File: src/ppp_pkg.sv
// constants and types for the parallel printer port
// Overview of operation
// - a byte goes to the printer by pulsing the active-low strobe output
// - system reset drives the strobe output high, inactive
// - eight parallel data output lines carry the byte
// - byte-taken pulse raises printer interrupt request 7
// - line-advance output low makes the printer feed one line after printing
// - restart output stays high and pulses low to reset the printer
// - any restart low pulse lasts longer than 50 us
// - choose output low lets the printer accept data, high blocks it
// - with interrupts on, byte-taken sets status bit 2; status read clears it
// - strobe, line-advance, choose pins are inverted control bits; reads give bits
// - control bit 4 gates interrupt request 7
// - status bit 7 reads 1 while the not-accepting pin is low
package ppp_pkg;

  // register word indices; byte address is four times the index
  localparam logic [9:0]  IDX_DATA   = 10'h378;
  localparam logic [9:0]  IDX_STAT   = 10'h379;
  localparam logic [9:0]  IDX_CTRL   = 10'h37A;
  localparam logic [9:0]  IDX_EVST   = 10'h37B;
  localparam logic [9:0]  IDX_EVCLR  = 10'h37C;
  localparam logic [9:0]  IDX_EVEN   = 10'h37D;
  localparam logic [11:0] ADR_DATA   = {IDX_DATA, 2'b00};
  localparam logic [11:0] ADR_STAT   = {IDX_STAT, 2'b00};
  localparam logic [11:0] ADR_CTRL   = {IDX_CTRL, 2'b00};
  localparam logic [11:0] ADR_EVST   = {IDX_EVST, 2'b00};
  localparam logic [11:0] ADR_EVCLR  = {IDX_EVCLR, 2'b00};
  localparam logic [11:0] ADR_EVEN   = {IDX_EVEN, 2'b00};

  // control register fields
  localparam int CTL_STROBE = 0;
  localparam int CTL_AUTOFD = 1;
  localparam int CTL_INIT   = 2;
  localparam int CTL_SELIN  = 3;
  localparam int CTL_IRQEN  = 4;
  localparam logic [4:0] CTRL_RESET = 5'h04;

  // status register fields
  localparam int STA_BUSYN = 7;
  localparam int STA_ACK   = 6;
  localparam int STA_PE    = 5;
  localparam int STA_SEL   = 4;
  localparam int STA_ERR   = 3;
  localparam int STA_INT   = 2;

  // idle levels of the status inputs, used as synchroniser reset
  localparam logic [4:0] PINS_IN_IDLE = 5'h13;

  // event register fields
  localparam int EV_ACK   = 0;
  localparam int EV_READY = 1;
  localparam int EV_PAPER = 2;
  localparam int EV_FAULT = 3;

  // timing
  localparam int CLK_PS       = 4000;
  localparam int INIT_MIN_PS  = 50000000;
  localparam int INIT_CYC_DEF = (INIT_MIN_PS + CLK_PS - 1) / CLK_PS;

  typedef struct packed {
    logic [7:0] data;
    logic       strobe_n;
    logic       autofd_n;
    logic       init_n;
    logic       selin_n;
  } ppp_pins_out_t;

  // input vector bit order: ack_n, busy, paper_end, selected, fault_n
  typedef struct packed {
    logic ack_n;
    logic busy;
    logic paper_end;
    logic selected;
    logic fault_n;
  } ppp_pins_in_t;

endpackage : ppp_pkg

File: src/ppp_port.sv
// apb parallel printer port, device side
//
// The implementer's own choices: the placing of the registers and register access over APB.
`timescale 1ns/1ns
module ppp_port
  import ppp_pkg::*;
#(
  parameter int INIT_CYC = INIT_CYC_DEF
) (
  input  wire logic          mclk,
  input  wire logic          resetn,
  input  wire logic          psel,
  input  wire logic          penable,
  input  wire logic          pwrite,
  input  wire logic [11:0]   paddr,
  input  wire logic [31:0]   pwdata,
  output logic               pready,
  output logic [31:0]        prdata,
  output logic               pslverr,
  input  wire ppp_pins_in_t  pins_i,
  output ppp_pins_out_t      pins_o,
  output logic               irq7,
  output logic               irq
);

  logic                rst_q1;
  logic                rst_n;
  ppp_pins_in_t        sync1;
  ppp_pins_in_t        sync2;
  ppp_pins_in_t        sync3;
  logic                ack_evt;
  logic [3:0]          ev;
  logic [7:0]          data_reg;
  logic [4:0]          ctrl;
  logic                int_flag;
  logic [3:0]          ev_st;
  logic [3:0]          ev_en;
  logic [31:0]         init_cnt;
  logic                setup;
  logic                access;
  logic                wr_acc;
  logic                stat_rd;
  logic                mapped;
  logic [7:0]          stat_val;
  logic [31:0]         next_prdata;
  logic [3:0]          next_ev_st;

  // reset release through two flops
  always_ff @(posedge mclk or negedge resetn) begin
    if (!resetn) begin
      rst_q1 <= 1'b0;
      rst_n  <= 1'b0;
    end else begin
      rst_q1 <= 1'b1;
      rst_n  <= rst_q1;
    end
  end

  // status input synchronisers
  always_ff @(posedge mclk or negedge rst_n) begin
    if (!rst_n) begin
      sync1 <= PINS_IN_IDLE;
      sync2 <= PINS_IN_IDLE;
      sync3 <= PINS_IN_IDLE;
    end else begin
      sync1 <= pins_i;
      sync2 <= sync1;
      sync3 <= sync2;
    end
  end

  // edge events from synchronised inputs
  assign ack_evt = sync3.ack_n & ~sync2.ack_n;
  assign ev[EV_ACK]   = ack_evt;
  assign ev[EV_READY] = sync3.busy & ~sync2.busy;
  assign ev[EV_PAPER] = ~sync3.paper_end & sync2.paper_end;
  assign ev[EV_FAULT] = sync3.fault_n & ~sync2.fault_n;

  // apb phase decode
  assign setup   = psel & ~penable;
  assign access  = psel & penable & pready;
  assign wr_acc  = access & pwrite;
  assign stat_rd = access & ~pwrite & (paddr == ADR_STAT);

  always_comb begin
    unique case (paddr)
      ADR_DATA, ADR_STAT, ADR_CTRL,
      ADR_EVST, ADR_EVCLR, ADR_EVEN: mapped = 1'b1;
      default:                       mapped = 1'b0;
    endcase
  end

  // status view
  always_comb begin
    stat_val            = 8'h00;
    stat_val[STA_BUSYN] = ~sync2.busy;
    stat_val[STA_ACK]   = sync2.ack_n;
    stat_val[STA_PE]    = sync2.paper_end;
    stat_val[STA_SEL]   = sync2.selected;
    stat_val[STA_ERR]   = sync2.fault_n;
    stat_val[STA_INT]   = int_flag;
  end

  // read mux
  always_comb begin
    next_prdata = 32'h0000_0000;
    unique case (paddr)
      ADR_DATA: next_prdata = {24'h00_0000, data_reg};
      ADR_STAT: next_prdata = {24'h00_0000, stat_val};
      ADR_CTRL: next_prdata = {27'h000_0000, ctrl};
      ADR_EVST: next_prdata = {28'h000_0000, ev_st};
      ADR_EVEN: next_prdata = {28'h000_0000, ev_en};
      default:  next_prdata = 32'h0000_0000;
    endcase
  end

  // apb answer, one wait-free access cycle after setup
  always_ff @(posedge mclk or negedge rst_n) begin
    if (!rst_n) begin
      pready  <= 1'b0;
      prdata  <= 32'h0000_0000;
      pslverr <= 1'b0;
    end else begin
      pready  <= setup;
      pslverr <= setup & ~mapped;
      if (setup && !pwrite) begin
        prdata <= next_prdata;
      end
    end
  end

  // data register
  always_ff @(posedge mclk or negedge rst_n) begin
    if (!rst_n) begin
      data_reg <= 8'h00;
    end else if (wr_acc && paddr == ADR_DATA) begin
      data_reg <= pwdata[7:0];
    end
  end

  // control register
  always_ff @(posedge mclk or negedge rst_n) begin
    if (!rst_n) begin
      ctrl <= CTRL_RESET;
    end else if (wr_acc && paddr == ADR_CTRL) begin
      ctrl <= pwdata[4:0];
    end
  end

  // interrupt status bit, set wins over read clear
  always_ff @(posedge mclk or negedge rst_n) begin
    if (!rst_n) begin
      int_flag <= 1'b0;
    end else begin
      int_flag <= (ack_evt & ctrl[CTL_IRQEN]) | (int_flag & ~stat_rd);
    end
  end

  // event sticky bits, set wins over clear
  always_comb begin
    next_ev_st = ev_st;
    if (wr_acc && paddr == ADR_EVCLR) begin
      next_ev_st = ev_st & ~pwdata[3:0];
    end
    next_ev_st = next_ev_st | ev;
  end

  always_ff @(posedge mclk or negedge rst_n) begin
    if (!rst_n) begin
      ev_st <= 4'h0;
      ev_en <= 4'h0;
    end else begin
      ev_st <= next_ev_st;
      if (wr_acc && paddr == ADR_EVEN) begin
        ev_en <= pwdata[3:0];
      end
    end
  end

  // restart pulse stretch
  always_ff @(posedge mclk or negedge rst_n) begin
    if (!rst_n) begin
      init_cnt <= 32'h0000_0000;
    end else if (!ctrl[CTL_INIT]) begin
      init_cnt <= 32'(INIT_CYC);
    end else if (init_cnt != 32'h0000_0000) begin
      init_cnt <= init_cnt - 32'h0000_0001;
    end
  end

  // pin outputs
  always_ff @(posedge mclk or negedge rst_n) begin
    if (!rst_n) begin
      pins_o.data     <= 8'h00;
      pins_o.strobe_n <= 1'b1;
      pins_o.autofd_n <= 1'b1;
      pins_o.init_n   <= 1'b1;
      pins_o.selin_n  <= 1'b1;
    end else begin
      pins_o.data     <= data_reg;
      pins_o.strobe_n <= ~ctrl[CTL_STROBE];
      pins_o.autofd_n <= ~ctrl[CTL_AUTOFD];
      pins_o.init_n   <= ctrl[CTL_INIT] & (init_cnt == 32'h0000_0000);
      pins_o.selin_n  <= ~ctrl[CTL_SELIN];
    end
  end

  // interrupt outputs
  always_ff @(posedge mclk or negedge rst_n) begin
    if (!rst_n) begin
      irq7 <= 1'b0;
      irq  <= 1'b0;
    end else begin
      irq7 <= ctrl[CTL_IRQEN] & int_flag;
      irq  <= |(ev_st & ev_en);
    end
  end

  // helper: cycles the restart pin has been low
  logic [31:0] low_cnt;
  always_ff @(posedge mclk or negedge rst_n) begin
    if (!rst_n) begin
      low_cnt <= 32'h0000_0000;
    end else if (!pins_o.init_n) begin
      low_cnt <= low_cnt + 32'h0000_0001;
    end else begin
      low_cnt <= 32'h0000_0000;
    end
  end

  a_strobe_follow: assert property (
    @(posedge mclk) disable iff (!rst_n)
    $rose(ctrl[CTL_STROBE]) |=> !pins_o.strobe_n ##1 1'b1)
    else $error("strobe pin did not go low after control bit set");

  a_data_pins: assert property (
    @(posedge mclk) disable iff (!rst_n)
    $changed(data_reg) |=> pins_o.data == $past(data_reg))
    else $error("data pins do not follow the data register");

  a_init_width: assert property (
    @(posedge mclk) disable iff (!rst_n)
    $rose(pins_o.init_n) |-> low_cnt > INIT_CYC)
    else $error("restart low pulse too short");

  a_init_release: assert property (
    @(posedge mclk) disable iff (!rst_n)
    ctrl[CTL_INIT] && init_cnt == 32'h0000_0000 |=> pins_o.init_n)
    else $error("restart pin not high when idle");

  a_irq_gate: assert property (
    @(posedge mclk) disable iff (!rst_n)
    !ctrl[CTL_IRQEN] |=> !irq7)
    else $error("interrupt 7 raised while disabled");

  a_ack_to_irq: assert property (
    @(posedge mclk) disable iff (!rst_n)
    ack_evt && ctrl[CTL_IRQEN] ##1 ctrl[CTL_IRQEN] |=> irq7)
    else $error("byte-taken pulse did not raise interrupt 7");

  a_int_set: assert property (
    @(posedge mclk) disable iff (!rst_n)
    ack_evt && ctrl[CTL_IRQEN] |=> int_flag)
    else $error("byte-taken did not set status bit 2");

  a_int_clear: assert property (
    @(posedge mclk) disable iff (!rst_n)
    stat_rd && !ack_evt |=> !int_flag)
    else $error("status read did not clear bit 2");

  a_busy_inverse: assert property (
    @(posedge mclk) disable iff (!rst_n)
    stat_rd |-> prdata[STA_BUSYN] == !$past(sync2.busy))
    else $error("status bit 7 is not the inverse of the busy pin");

  a_autofd_pin: assert property (
    @(posedge mclk) disable iff (!rst_n)
    ctrl[CTL_AUTOFD] |=> !pins_o.autofd_n)
    else $error("line-advance pin not low for set bit");

  a_select_pin: assert property (
    @(posedge mclk) disable iff (!rst_n)
    !ctrl[CTL_SELIN] |=> pins_o.selin_n)
    else $error("choose pin not high for clear bit");

  a_ctrl_read: assert property (
    @(posedge mclk) disable iff (!rst_n)
    access && !pwrite && paddr == ADR_CTRL |-> prdata[4:0] == $past(ctrl))
    else $error("control read does not return stored bits");

  a_sync_depth: assert property (
    @(posedge mclk) disable iff (!rst_n)
    ack_evt |-> !$past(pins_i.ack_n, 2) && $past(pins_i.ack_n, 3))
    else $error("byte-taken event not two stages behind the pin");

  a_strobe_release: assert property (
    @(posedge mclk) disable iff (!rst_n)
    !ctrl[CTL_STROBE] |=> pins_o.strobe_n)
    else $error("strobe pin not high for clear bit");

  a_choose_low: assert property (
    @(posedge mclk) disable iff (!rst_n)
    ctrl[CTL_SELIN] |=> !pins_o.selin_n)
    else $error("choose pin not low for set bit");

  a_autofd_idle: assert property (
    @(posedge mclk) disable iff (!rst_n)
    !ctrl[CTL_AUTOFD] |=> pins_o.autofd_n)
    else $error("line-advance pin not high for clear bit");

endmodule : ppp_port

File: config.mk
export PLATFORM = sky130hd
export DESIGN_NAME = ppp_port
export DESIGN_NICKNAME = d
export VERILOG_FILES = /design/src/ppp_pkg.sv /design/src/ppp_port.sv
export SDC_FILE = /design/constraint.sdc
export NUM_CORES = 1
export LEC_CHECK = 0
export ABC_AREA = 1
export BUFFER_PORTS_ARGS = -buffer_cell sky130_fd_sc_hd__buf_2
export CORE_AREA = 4 4 124 126
export DETAILED_ROUTE_END_ITERATION = 16
export DIE_AREA = 0 0 128 130
export GPL_ROUTABILITY_DRIVEN = 0
export SLEW_MARGIN = 20
export SYNTH_ARGS = -nofsm -noshare
export SYNTH_HDL_FRONTEND = slang
export SYNTH_SLANG_ARGS = --single-unit
File: constraint.sdc
create_clock -name mclk -period 3.1 [get_ports mclk]
set_clock_uncertainty 0.15 [all_clocks]
set_input_delay 0 -clock mclk [delete_from_list [all_inputs] [get_ports mclk]]
set_output_delay 0 -clock mclk [all_outputs]
set_load 0.02 [all_outputs]
Word level (Yosys, flattened, before mapping)
Cells that the tools add are included.
- reduce and logical (&&, ||, !) cells: 10
- mux-type cells: 5
- add/sub/neg operators: 1
- bitwise gates (word level): 31
- eq/ne operators: 7
- operators by type and width (kind ; number):
    equality test 12 bit, second input constant ; 6
    two-way mux 32 bit ; 2
    one-hot mux 8 bit (5 select lines) ; 1
    zero test 32 bit ; 1
    nonzero test 32 bit ; 1
    subtractor 32 x 1 -> 32 bit, second input constant ; 1
    bitwise AND 1 bit ; 15
    NOT 1 bit ; 11
    bitwise AND 4 bit ; 2
    OR reduction 6 bit ; 1
    logical AND 1 bit ; 5
    two-way mux 4 bit ; 1
    NOT 4 bit ; 1
    OR 4 bit ; 1
    OR reduction 4 bit ; 1
    != test 2 x 1 -> 1 bit, second input constant ; 1
    zero test 1 bit ; 1
    two-way mux 1 bit ; 1
    OR 1 bit ; 1
- word-level logic and storage cells: 86
- input bits: 54
- flip-flop bits (word level): 118

Depth between registers and ports, before layout
Gate-level depths: netlist of the first run.
- word-level depth: 7
- mapped depth: 10
- mapped depth without buffers: 10

Worst setup path before layout of the first run
OpenSTA, ideal clock, no wires.
- kind: flip-flop to flip-flop
- from: register init_cnt[0]
- to: register init_cnt[29]
- path buffers: 1
- cell stages (with the launch flop): 9
- setup slack: 1.356 ns
- data arrival time: 1.480 ns
- path through: dfrtp_1 > inv_1 > ha_1 > nand2_2 > nor2_4 > nand4_4 > nor2_8 > buf_12 > nor2_2
- longest elaborated chain between the ends: 3
- elaborated cells on any way between the ends: 5
- classes of those cells: add/sub: 1; eq/ne: 1; mux: 2; reduce/logical: 1
- RTL lines (item ; RTL line ; text):
    start: declaration ; ppp_port.sv:38 ; logic [31:0] init_cnt;
    start signal: assignment ; ppp_port.sv:185 ; init_cnt <= 32'(INIT_CYC);
    start signal: assignment ; ppp_port.sv:187 ; init_cnt <= init_cnt - 32'h0000_0001;
    subtractor 32 x 1 -> 32 bit ; ppp_port.sv:187 ;
    two-way mux 32 bit ; ppp_port.sv:186 ; end else if (init_cnt != 32'h0000_0000) begin
    two-way mux 32 bit ; ppp_port.sv:184 ; end else if (!ctrl[CTL_INIT]) begin
Parallel ways exist; a longest one is shown, timed or not. The select of a mux whose other input is x is not followed.
A chain may end at the register's enable or synchronous reset.

Worst setup path in the final report of the first run
- from: input paddr[11]
- to: register int_flag
- longest elaborated chain between the ends: 5
- RTL lines (item ; RTL line ; text):
    start: declaration ; ppp_port.sv:15 ; input wire logic [11:0] paddr,
    equality test 12 bit ; ppp_port.sv:83 ; assign stat_rd = access & ~pwrite & (paddr == ADR_STAT);
    bitwise AND 1 bit ; ppp_port.sv:83 ;
    NOT 1 bit ; ppp_port.sv:155 ; int_flag <= (ack_evt & ctrl[CTL_IRQEN]) | (int_flag & ~stat_rd);
    bitwise AND 1 bit ; ppp_port.sv:155 ;
    OR 1 bit ; ppp_port.sv:155 ;
    end signal: assignment ; ppp_port.sv:155 ;
    end: declaration ; ppp_port.sv:35 ; logic int_flag;
Every way passes these cells.

==> impl_metrics.tcl, run 1 <==
set metrics [dict create \
    status "finished clean" \
    synth.distinct_cells 34 \
    numCtsBuffers 9 \
    multi_input_area_um2 2010 \
    synth_flop_cell "dfrtp_1" \
    diodes 0 \
    ios 102 \
    worstMarginPinSlew_ns 0.648 \
    grt_start_max_net_pins 58 \
    yosys_warnings 0 \
    yosys_register_bits 94 \
    place_inst 812 \
    cts-root-buf "clkbuf_16" \
    largest_reg_flops 32 \
    worstReg2RegStart "init_cnt[0]" \
    slew_headroom_pct 56.6 \
    setup_slack_ns 0.859 \
    drc 0 \
    synthCells 581 \
    place_area_um2 5120 \
    design_area_um2 5690 \
    io_buffers 53 \
    cts_buffer_depth 2 \
    nFillCells 1425 \
    grt.total_usage_pct 14.4 \
    ant_nets 0 \
    top_register "init_cnt" \
    dr.pass1.iters 4 \
    synth-edff-count 0 \
    hpwl_mm 8.08 \
    dpl_worst_slack_ns 0.968 \
    rsz0062_at_grt "no" \
    setup_tns_ns 0 \
    period_share_pct 72.3 \
    hold_class "input port to flip-flop" \
    regArea_um2 2370 \
    worst_path_max_delay_cell "dlygate4sd3_1" \
    fin_cells 854 \
    die_h_um 130 \
    max_clock_freq_ghz 0.446 \
    drt-initial-drc-count 193 \
    cp_max_fo 11 \
    netlist_area_um2 4760 \
    cp-start-kind "input port" \
    layout.nets 720 \
    hold_violations 0 \
    area_growth_pct 19.5 \
    start_util_pct 33.2 \
    drive_above_1_share_pct 20.3 \
    async_flop_share_pct 100 \
    dieWidth_um 128 \
    core.rowCount 44 \
    worstPathArrival_ns 2.32 \
    routed_via_density 4.65 \
    cp_slowest_stage_delay_ns 0.58 \
    core_area_um2 14300 \
    crit_type "input port to flip-flop" \
    ys_seq_area_share_pct 49.8 \
    layout_common_cells "nand2_1, dfrtp_1, nor2_1" \
    antenna_found_initial 0 \
    cts.sinks 94 \
    routed_wirelength_mm 11.1 \
    hp-start "paddr[4]" \
    setup-violations-final 0 \
    worstSetupStartpoint "paddr[11]" \
    min_period_ns 2.24 \
    clk_pin_slew_worst_paths_ns 0.07 \
    required_ns 3.18 \
    worstSetupEndpointType "flip-flop" \
    die-area_um2 16600 \
    ir_drop_mv 0.330 \
    p_per_area_nw_per_um2 443 \
    drv_cap 0 \
    drv_slew 0 \
    wl_per_cell_um 13.0 \
    grt_pass1_wl_mm 19.1 \
    cp_cell_sequence "dlygate4sd3_1 > buf_2 > nand2_1 > nor2_2 > buf_4 > nand3_1 > o31ai_1 > dlygate4sd3_1 > nand2_1" \
    clk_latency_ns 0.34 \
    final_util_pct 39.7 \
    num_vias 3972 \
    grt_overflow 0 \
    final_common_cell "nand2_1" \
    grt_pass1_vias 4020 \
    reg_top3 "init_cnt x32, pins_o x12" \
    avgSynthCellArea_um2 8.19 \
    cts_max_level 3 \
    p_leak_nw 2.76 \
    cts_tree "yes" \
]
-- worst paths after layout --
kind	to	slack (ns)	depth (start not counted)
worst max-delay path	int_flag	0.86	9
worst min-delay path	prdata[3]	0.08	6
worst max register to register	init_cnt[31]	0.95	7
worst min register to register	init_cnt[16]	0.15	0
max in group asynchronous	stat_val[4]	1.95	1
min in group asynchronous	init_cnt[16]	0.15	0
-- logic make-up (layout without fill, tap and decap cells) --
family / count (synthesis) / after routing / share of synthesized area [%]
DFF: 94 / 94 / 49.8
buffers and inverters: 88 / 154 / 9.76
adders and majority gates: 1 / 1 / 0.263
AOI/OAI and AO/OA: 47 / 47 / 5.84
other: 2 / 25 / 0.158
xor gates and xnor gates: 3 / 3 / 0.552
and+or+nand+nor: 346 / 346 / 33.7
-- worst max-delay path, delay by kind of cell --
| kind | cells | cell delay, ns |
|---|---|---|
| AND/OR/NAND/NOR | 4 | 0.59 |
| AO/OA/AOI/OAI | 1 | 0.26 |
| buffers and inverters | 4 | 1.45 |
-- synthesized netlist by cell type, types with 3 or more instances --
cell type	instances	share of area [%]
nand3_1	49	5.2
nor2_1	79	6.2
buf_2	3	0.32
o21ai_0	24	2.5
nor2_2	29	3.8
dfstp_2	13	7.2
inv_1	55	4.3
nand3b_1	3	0.47
or2_2	4	0.53
o21bai_1	6	0.95
nand2_1	142	11
nand2_2	6	0.79
a21oi_1	8	0.84
buf_4	24	3.8
dfrtp_1	81	43
o21ai_2	5	0.92
nand4_1	26	3.4
nor2_4	4	0.95
-- report_power, final --
group	leakage (nW)	internal (W)	total, W	switching [W]
sequential	1.17	0.00125	0.00126	0.0000165
combinational	1.44	0.0000482	0.000137	0.0000884
clock	0.142	0.000647	0.00112	0.000471
-- metrics by stage --
stage	hold WS [ns]	power, W
after floorplan	-0.446	0.00138
after global placement	-0.363	0.00140
after detailed placement	-0.362	0.00140
after CTS	0.0519	0.00255
after global routing	0.130	0.00262
final	0.0768	0.00252
-- layout make-up --
cell class	instances	area share, %
Timing Repair Buffer	82	9.86
Inverter	56	3.70
Clock buffer	11	4.27
Tap cell	184	4.05
Sequential cell	94	41.7
Multi-Input combinational cell	422	35.4
Clock inverter	5	1.03
-- repair_timing --
action                                 in CTS  in global routing
buffers inserted                            0                  0
endpoints found under the hold margin      31                  0
gates resized for setup                     0                  0
hold buffers                               26                  0
-- metal layers --
metal	wire, um	global-route usage (%)	up-vias
li1	-	-	1980
met1	4720	17.4	1869
met2	5680	25.1	105
met3	471	2.50	18
met4	251	6.30	0
met5	0	0	-
Note: power is estimated with default switching activity, not from simulation.
==> run 2: changes to the inputs <==
==> constraint.sdc (replaced) <==
create_clock -name mclk -period 2.2 [get_ports mclk]
set_clock_uncertainty 0.15 [all_clocks]
set_input_delay 0 -clock mclk [delete_from_list [all_inputs] [get_ports mclk]]
set_output_delay 0 -clock mclk [all_outputs]
set_load 0.02 [all_outputs]
==> run 2 against run 1 <==
Effect of this change: wire length grew 3.0%; hold slack worse by 0.0092 ns; sequential share of layout area down 0.66 points; critical path depth is 2 lower; die area is the same; clock power is 52% higher; via count increased by 0.65%; flip-flop and latch count is the same; global-route usage up 0.10 points; clock-buffer cell count unchanged; design area grew 1.6%; register-to-register slack lost 0.72 ns; largest cell class unchanged.
==> impl_metrics.tcl, run 2 (synthesized netlist as in run 1, its figures left out) <==
set metrics [dict create \
    clk_pin_slew_worst_paths_ns 0.06 \
    worstReg2RegStart "init_cnt[0]" \
    ir_drop_mv 0.426 \
    status "finished clean" \
    worstMarginPinSlew_ns 0.496 \
    grt_overflow 0 \
    core_area_um2 14300 \
    cts_setup_buffers 0 \
    drive_above_1_share_pct 21.5 \
    grt.total_usage_pct 14.5 \
    period_share_pct 92.8 \
    largest_reg_flops 32 \
    max_clock_freq_ghz 0.490 \
    start_util_pct 33.2 \
    grt_pass1_vias 4030 \
    reg_top3 "init_cnt x32, pins_o x12" \
    setup_tns_ns 0 \
    cts_tree "yes" \
    min_period_ns 2.04 \
    rsz0062_at_grt "no" \
    numCtsBuffers 9 \
    power.total_w 0.00367 \
    worstPathArrival_ns 2.12 \
    grt_start_max_net_pins 37 \
    final_util_pct 40.4 \
    die_h_um 130 \
    layout.nets 728 \
    hold_violations 0 \
    cts_hold_buf 24 \
    num_vias 3998 \
    worstSetupEndpointType "flip-flop" \
    ant_nets 0 \
    hold_class "input port to flip-flop" \
    setup-violations-final 0 \
    die-area_um2 16600 \
    worstSetupStartpoint "paddr[6]" \
    cts-root-buf "clkbuf_16" \
    diodes 0 \
    fin_cells 862 \
    dieWidth_um 128 \
    grt_pass1_wl_mm 19.3 \
    final_common_cell "nand2_1" \
    dr.pass1.iters 5 \
    wl_per_cell_um 13.3 \
    required_ns 2.28 \
    p_leak_nw 2.82 \
    drv_slew 0 \
    slew_headroom_pct 66.8 \
    place_inst 822 \
    top_register "init_cnt" \
    area_growth_pct 21.4 \
    routed_wirelength_mm 11.5 \
    post_cts_resized 0 \
    hpwl_mm 8.70 \
    ios 102 \
    cts_max_level 3 \
    drc 0 \
    drv_cap 0 \
    cp-start-kind "input port" \
    core.rowCount 44 \
    clk_latency_ns 0.35 \
    layout_common_cells "nand2_1, dfrtp_1, nor2_1" \
    antenna_found_initial 0 \
    cts.sinks 94 \
    drt-initial-drc-count 190 \
    p_per_area_nw_per_um2 636 \
    hp-start "paddr[11]" \
    cts_buffer_depth 2 \
    io_buffers 53 \
    hold_slack_ns 0.0676 \
    crit_type "input port to flip-flop" \
    cp_max_fo 4 \
    routed_via_density 4.64 \
]
-- run 2: stage by stage --
step	worst slack, ns	cell area (um2)
3_3_place_gp	0.266	5210
6_report	0.159	5780
3_5_place_dp	0.236	5210
4_1_cts	0.185	5780
5_1_grt	0.0362	5780
2_1_floorplan	0.456	4850
-- run 2: critical path: stages --
cell	delay, ns
dlygate4sd3_1	0.52
buf_2	0.10
nand2_2	0.07
dlygate4sd3_1	0.56
nor4_1	0.25
dlygate4sd3_1	0.58
nor2_1	0.05
-- run 2: cell type report --
type | count | area (um2)
multi-input combinational | 422 | 2010
fill | 1433 | 8540
inverter | 56 | 210
timing repair buffer | 90 | 628
tap | 184 | 230
sequential | 94 | 2370
clock inverter | 5 | 82.6
clock buffer | 11 | 243
-- run 2: power by group --
group | internal [W] | leakage (nW) | total [W] | switching, W
clock network | 0.00103 | 0.160 | 0.00170 | 0.000667
logic | 0.0000705 | 1.49 | 0.000197 | 0.000127
registers | 0.00176 | 1.17 | 0.00178 | 0.0000230
-- run 2: worst paths after layout --
| kind | slack, ns | end | depth (start not counted) |
|---|---|---|---|
| max | 0.16 | pslverr | 7 |
| min | 0.07 | prdata[2] | 7 |
| max reg2reg | 0.23 | init_cnt[31] | 8 |
| min reg2reg | 0.15 | data_reg[4] | 0 |
| max in group asynchronous | 1.13 | pins_o[3] | 1 |
| min in group asynchronous | 0.15 | data_reg[4] | 0 |
-- run 2: metal layers --
metal	GRT usage [%]	part of all wire [%]	vias up	routed length, um
met5	0	0	-	0
met4	4.68	1.5	0	174
met3	3.27	4.3	12	487
met2	25.5	52	103	5900
met1	17.6	43	1884	4890
li1	-	-	1999	-
